File: src/verilog/refclk_pkg.sv
// Register map, field layout and sizes for the reference clock output divider
package refclk_pkg;
  localparam int unsigned APB_AW        = 12;
  localparam int unsigned APB_DW        = 32;
  localparam int unsigned CTRL_W        = 8;
  localparam int unsigned DIV_W         = 4;
  localparam int unsigned CNT_W         = 15;
  localparam logic [11:0] CTRL_OFFSET   = 12'h000;
  localparam logic [7:0]  CTRL_RESET    = 8'h00;
  localparam logic [7:0]  CTRL_WMASK    = 8'hBF;
  localparam int unsigned BIT_OUT_EN    = 7;
  localparam int unsigned BIT_RSVD      = 6;
  localparam int unsigned BIT_RUN_SLEEP = 5;
  localparam int unsigned BIT_SRC_SEL   = 4;
  localparam int unsigned DIV_LSB       = 0;
  localparam logic [3:0]  DIV_BYPASS    = 4'h0;
  localparam logic [14:0] CNT_ONE       = 15'h0001;
  localparam logic [14:0] CNT_ZERO      = 15'h0000;
  localparam logic [23:0] RDATA_PAD     = 24'h000000;
endpackage : refclk_pkg

File: src/verilog/reference_clock_output_divider.sv
// Reference clock output divider with APB control register
// Functional notes
// - Output enable set drives divided clock on the pin; clear disables it.
// - Run-in-sleep set keeps clock running in sleep, for the primary source only with primary_osc_default_ok; clear stops it there.
// - Source select 1 picks primary oscillator, 0 picks the system clock.
// - Base clock divided by two to the power of the 4-bit divisor.
//
// Control register, one byte at offset 0x000:
//   bit 7    output enable
//   bit 6    unimplemented, reads zero
//   bit 5    keep running in sleep
//   bit 4    base source, 1 primary oscillator, 0 system clock
//   bits 3:0 divisor exponent, ratio is two to this power
// Base clocks are sampled by pclk, so each must stay below a quarter of it.
// A write that changes the source or divisor restarts the divider cleanly.
//
// Chosen here: the APB slave port and the register offsets.
module reference_clock_output_divider (
  input  wire logic        pclk,
  input  wire logic        presetn,
  input  wire logic        psel,
  input  wire logic        penable,
  input  wire logic        pwrite,
  input  wire logic [11:0] paddr,
  input  wire logic [31:0] pwdata,
  input  wire logic [3:0]  pstrb,
  output logic      [31:0] prdata,
  output logic             pready,
  output logic             pslverr,
  input  wire logic        primary_osc_clk,
  input  wire logic        system_clk,
  input  wire logic        sleep_mode,
  input  wire logic        primary_osc_default_ok,
  output logic             refclk_out_pin,
  output logic             refclk_out_pin_oe
);

  typedef struct packed {
    logic                               prim_s1;
    logic                               prim_s2;
    logic                               sys_s1;
    logic                               sys_s2;
    logic                               base_prev;
    logic [refclk_pkg::CNT_W-1:0]       cnt;
    logic                               out;
    logic                               oe;
    logic [refclk_pkg::CTRL_W-1:0]      ctrl;
    logic [refclk_pkg::DIV_W:0]         cfg_prev;
    logic [refclk_pkg::APB_DW-1:0]      prdata;
  } state_t;

  state_t st_ff;
  state_t nxt_st;

  // Address decode shared by read and write paths
  function automatic logic ctrl_hit(input logic [11:0] addr);
    ctrl_hit = (addr == refclk_pkg::CTRL_OFFSET);
  endfunction : ctrl_hit

  logic                          out_en;
  logic                          run_sleep;
  logic                          src_sel;
  logic [refclk_pkg::DIV_W-1:0]  divisor;
  logic                          base_lvl;
  logic                          base_rise;
  logic                          active;
  logic                          cfg_change;
  logic [refclk_pkg::CNT_W-1:0]  half_m1;
  logic                          wr_go;

  assign out_en    = st_ff.ctrl[refclk_pkg::BIT_OUT_EN];
  assign run_sleep = st_ff.ctrl[refclk_pkg::BIT_RUN_SLEEP];
  assign src_sel   = st_ff.ctrl[refclk_pkg::BIT_SRC_SEL];
  assign divisor   = st_ff.ctrl[refclk_pkg::DIV_LSB +: refclk_pkg::DIV_W];

  // Both sources pass two flops, so edges show up about three pclk late
  // source select
  assign base_lvl  = src_sel ? st_ff.prim_s2 : st_ff.sys_s2;
  assign base_rise = base_lvl & ~st_ff.base_prev;

  // sleep gate; primary source only survives sleep when configured for it
  assign active = out_en & (~sleep_mode | (run_sleep & (~src_sel | primary_osc_default_ok)));

  assign cfg_change = ({src_sel, divisor} != st_ff.cfg_prev);

  // half period in base edges is 2^(div-1); toggling doubles it to 2^div
  assign half_m1 = (divisor == refclk_pkg::DIV_BYPASS) ? refclk_pkg::CNT_ZERO :
                   (refclk_pkg::CNT_W'(refclk_pkg::CNT_ONE << (divisor - 4'h1))
                    - refclk_pkg::CNT_ONE);

  assign wr_go = psel & penable & pwrite & ctrl_hit(paddr) & pstrb[0];

  always_comb begin
    nxt_st = st_ff;
    nxt_st.prim_s1   = primary_osc_clk;
    nxt_st.prim_s2   = st_ff.prim_s1;
    nxt_st.sys_s1    = system_clk;
    nxt_st.sys_s2    = st_ff.sys_s1;
    nxt_st.base_prev = base_lvl;
    nxt_st.cfg_prev  = {src_sel, divisor};
    nxt_st.oe        = active;
    // Restart on any config change so a new ratio never yields a runt period
    if (!active || cfg_change) begin
      nxt_st.cnt = refclk_pkg::CNT_ZERO;
      nxt_st.out = 1'b0;
    end else if (divisor == refclk_pkg::DIV_BYPASS) begin
      // undivided path follows the synchronised base clock
      nxt_st.cnt = refclk_pkg::CNT_ZERO;
      nxt_st.out = base_lvl;
    end else if (base_rise) begin
      if (st_ff.cnt == half_m1) begin
        nxt_st.cnt = refclk_pkg::CNT_ZERO;
        nxt_st.out = ~st_ff.out;
      end else begin
        nxt_st.cnt = st_ff.cnt + refclk_pkg::CNT_ONE;
      end
    end
    // write keeps the unimplemented bit at zero
    if (wr_go) begin
      nxt_st.ctrl = pwdata[refclk_pkg::CTRL_W-1:0] & refclk_pkg::CTRL_WMASK;
    end
    // Read data is loaded in the setup phase so the access phase needs no wait
    if (psel && !penable && !pwrite) begin
      if (ctrl_hit(paddr)) begin
        nxt_st.prdata = {refclk_pkg::RDATA_PAD, st_ff.ctrl};
      end else begin
        nxt_st.prdata = {refclk_pkg::RDATA_PAD, refclk_pkg::CTRL_RESET};
      end
    end
  end

  always_ff @(posedge pclk or negedge presetn) begin
    if (!presetn) begin
      st_ff <= '0;
    end else begin
      st_ff <= nxt_st;
    end
  end

  assign prdata            = st_ff.prdata;
  assign pready            = 1'b1;
  assign pslverr           = psel & penable & ~ctrl_hit(paddr);
  assign refclk_out_pin    = st_ff.out;
  assign refclk_out_pin_oe = st_ff.oe;
endmodule : reference_clock_output_divider
File: config.mk
export PLATFORM = sky130hd
export DESIGN_NAME = reference_clock_output_divider
export DESIGN_NICKNAME = d
export VERILOG_FILES = /design/src/verilog/refclk_pkg.sv /design/src/verilog/reference_clock_output_divider.sv
export SDC_FILE = /design/constraint.sdc
export NUM_CORES = 1
export LEC_CHECK = 0
export ABC_AREA = 1
export BUFFER_PORTS_ARGS = -buffer_cell sky130_fd_sc_hd__buf_4
export CORE_MARGIN = 3
export CORE_UTILIZATION = 50
export CTS_CLUSTER_DIAMETER = 80
export DETAILED_ROUTE_END_ITERATION = 16
export PLACE_DENSITY_LB_ADDON = 0.12
export SYNTH_ARGS = -nofsm -noshare
export SYNTH_HDL_FRONTEND = slang
export SYNTH_SLANG_ARGS = --single-unit
File: constraint.sdc
create_clock -name pclk -period 3.6 [get_ports pclk]
set_input_delay 0.72 -clock pclk [delete_from_list [all_inputs] [get_ports pclk]]
set_output_delay 0.72 -clock pclk [all_outputs]
set_load 0.005 [all_outputs]
==> impl_metrics.tcl <==
set metrics [dict create \
    cp.depth 16 \
    netlist.area_leader.share 0.378 \
    powerDensity_mw_per_mm2 282 \
    post_cts_buffers 0 \
    netlist_area_mm2 0.00272 \
    multi_input_area_mm2 0.00134 \
    cts.clk_slew.worst_paths_ns 0.10 \
    min_path_cells 0 \
    initial_utilization 0.525 \
    synth_top_cell_by_area "dfrtp_1" \
    fin_nets 446 \
    cts_made_buffers 5 \
    gp_congestion 0.847 \
    maxSlewHeadroom 0.650 \
    avgSynthCellArea_um2 7.59 \
    startpoint_type "flip-flop" \
    timing.rr.start "divisor[3]" \
    grt_util_all_layers 0.188 \
    synth-seq-area-share 0.378 \
    wirelength_um 5340 \
    rsz0062_at_grt "no" \
    finalCriticalPeriod_ns 2.76 \
    drt_iter0_markers 148 \
    critical_path.cell_chain "inv_2, nand2_1, ha_1, inv_1, nor2_4, nand2_1, nand3_1, nor2_1, nor2_1, nand2_1, nor2_1, nand3_2, nand2_2, nand2_2, inv_2, nor2_1" \
    finalPower_w 0.000839 \
    antenna_found_initial 0 \
    synth_flop_cell "dfrtp_1" \
    fin_cells 458 \
    finalSetupViolations 0 \
    dp_cells 450 \
    root_buffer "clkbuf_8" \
    ys_ff_latch 41 \
    finalClockSkew_ns 0.0135 \
    rows 26 \
    setup.worst_path.end_class "flip-flop" \
    cts_sinks 41 \
    synth_cell_type_count 37 \
    drc 0 \
    cp_top_family "simple AND/OR/NAND/NOR gates" \
    layout-drive-gt1-share 0.183 \
    ant_nets 0 \
    report.final.slew_viol_count 0 \
    area_delta_synth_final_pct 9.67 \
    irDropWorstVdd_v 0.000245 \
    vias_per_cell 4.82 \
    fillers 502 \
    drv_cap 0 \
    h-tree-depth 2 \
    insertedDiodeCount 0 \
    async_reset_ff_frac 1.00 \
    worstRegToRegCells 16 \
    max_freq_mhz 363 \
    path_common_cell "nor2_1" \
    leakagePower_nw 1.52 \
    clockBufferDepth 2 \
    worst_ep_required_time_ns 3.78 \
    yosys-top-cells-count "nand2_1 (85), nor2_1 (42), dfrtp_1 (41)" \
    grt_pass1_vias 2166 \
    worst_pin_slew_ns 0.521 \
    seq_area_mm2 0.00103 \
    syn_inst 358 \
    synth.area.top_cells "dfrtp_1 (38%), nand2_1 (12%), buf_4 (9.4%), nor2_1 (5.8%), xor2_1 (4.8%)" \
    dr_total_vias 2206 \
    synth_most_common_cell "nand2_1" \
    period_share 0.766 \
    post_drt_wl_per_cell_um 11.7 \
    synth_warnings 0 \
    io_buffers 38 \
    clkLatencyLatePin_ns 0.31 \
    hold_viol 0 \
    cp_slowest_stage_delay_ns 0.68 \
    hold_buffers 0 \
    io_pins 93 \
    hp-class "reg -> reg" \
    dp_hpwl_um 4110 \
    worstSetupStartpoint "divisor[3]" \
    cts_tree "built" \
    synth_edf_count 0 \
    fin_hold_ws_ns 0.361 \
    ctsResizeCount 0 \
    firstDrtPassIters 4 \
    die_h_um 79.7 \
    die_area_mm2 0.00635 \
    tns_ns 0 \
    die_w_um 79.7 \
    min_from "nxt_st[65]" \
    crit_type "reg -> reg" \
    cp_max_fo 14 \
    status "finished, final reports clean" \
    grt_max_degree 42 \
    crit_arrival_ns 2.94 \
    coreArea_mm2 0.00517 \
    cp_num_buf_inv 3 \
    grt.overflow.total 0 \
    cp_slowest_cell "dfrtp_1" \
    grt_pass1_wl_um 9390 \
]
[worst register-to-register path, stage by stage, from the launching register on]
cell	delay [ns]
dfrtp_1	0.68
inv_2	0.20
nand2_1	0.13
ha_1	0.20
inv_1	0.09
nor2_4	0.19
nand2_1	0.07
nand3_1	0.09
nor2_1	0.06
nor2_1	0.10
nand2_1	0.06
nor2_1	0.15
nand3_2	0.14
nand2_2	0.10
nand2_2	0.06
inv_2	0.21
nor2_1	0.08
[cell families after synthesis]
group / count (synthesis) / share of synthesized area
xor+xnor: 19 / 0.0613
compound gates: 22 / 0.0479
mux: 2 / 0.00829
fa+ha+maj: 2 / 0.00921
buf+inv: 77 / 0.161
other cells: 2 / 0.00276
flops: 41 / 0.378
simple gates: 193 / 0.332
[power by group]
| group | total (W) | leakage [nW] | internal (W) | switching [W] |
|---|---|---|---|---|
| logic | 0.0000465 | 0.963 | 0.0000219 | 0.0000246 |
| registers | 0.000464 | 0.509 | 0.000463 | 0.000000825 |
| clock network | 0.000328 | 0.0495 | 0.000144 | 0.000184 |
[cell type report]
class / count / share of cell area
multi-input combinational: 264 / 0.451
timing repair buffer: 38 / 0.0958
sequential: 41 / 0.344
tap: 70 / 0.0294
clock buffer: 5 / 0.0231
inverter: 37 / 0.0475
clock inverter: 3 / 0.00882
[cells in the final DEF, fill, tap and decap left out, types with 2 or more instances in the layout]
cell,instances
nand2_1,85
nor2_1,42
dfrtp_1,41
buf_4,38
inv_1,32
nand3_1,26
conb_1,26
xor2_1,15
a21oi_1,7
nand4_1,7
o21ai_0,6
nor3_1,6
nand2_2,5
o31ai_1,5
clkbuf_8,5
inv_2,4
nor2_2,4
nor4_1,4
xnor2_1,4
nand3b_1,4
inv_6,3
nor2_4,2
nand3_2,2
mux2_2,2
ha_1,2
[per-layer routing]
layer	track usage	share of wire
met5	0	0
met4	0.0653	0.014
met3	0.0361	0.046
met2	0.313	0.48
met1	0.244	0.46
[per-stage QoR]
stage / util / setup WS, ns / cell area, um^2
floorplan: - / 1.42 / 2810
global placement: 0.558 / 0.940 / 2880
detailed placement: 0.558 / 0.867 / 2880
CTS: 0.576 / 0.842 / 2980
global route: 0.576 / 0.515 / 2980
finish: 0.576 / 0.844 / 2980
[path summary, 6_finish.rpt]
check | endpoint | slack (ns)
max | st_ff[58] | 0.84
min | st_ff[65] | 0.36
max reg2reg | st_ff[58] | 0.84
min reg2reg | st_ff[65] | 0.36
max in group asynchronous | divisor[2] | 2.85
min in group asynchronous | nxt_st[65] | 0.38
[flip-flops by register name (all words and copies together), names as in the netlist]
signal	cells
divisor	4
nxt_st	3
out_en	1
prdata	7
refclk_out_pin	1
refclk_out_pin_oe	1
run_sleep	1
st_ff	23
(Power assumes the default switching activity.)
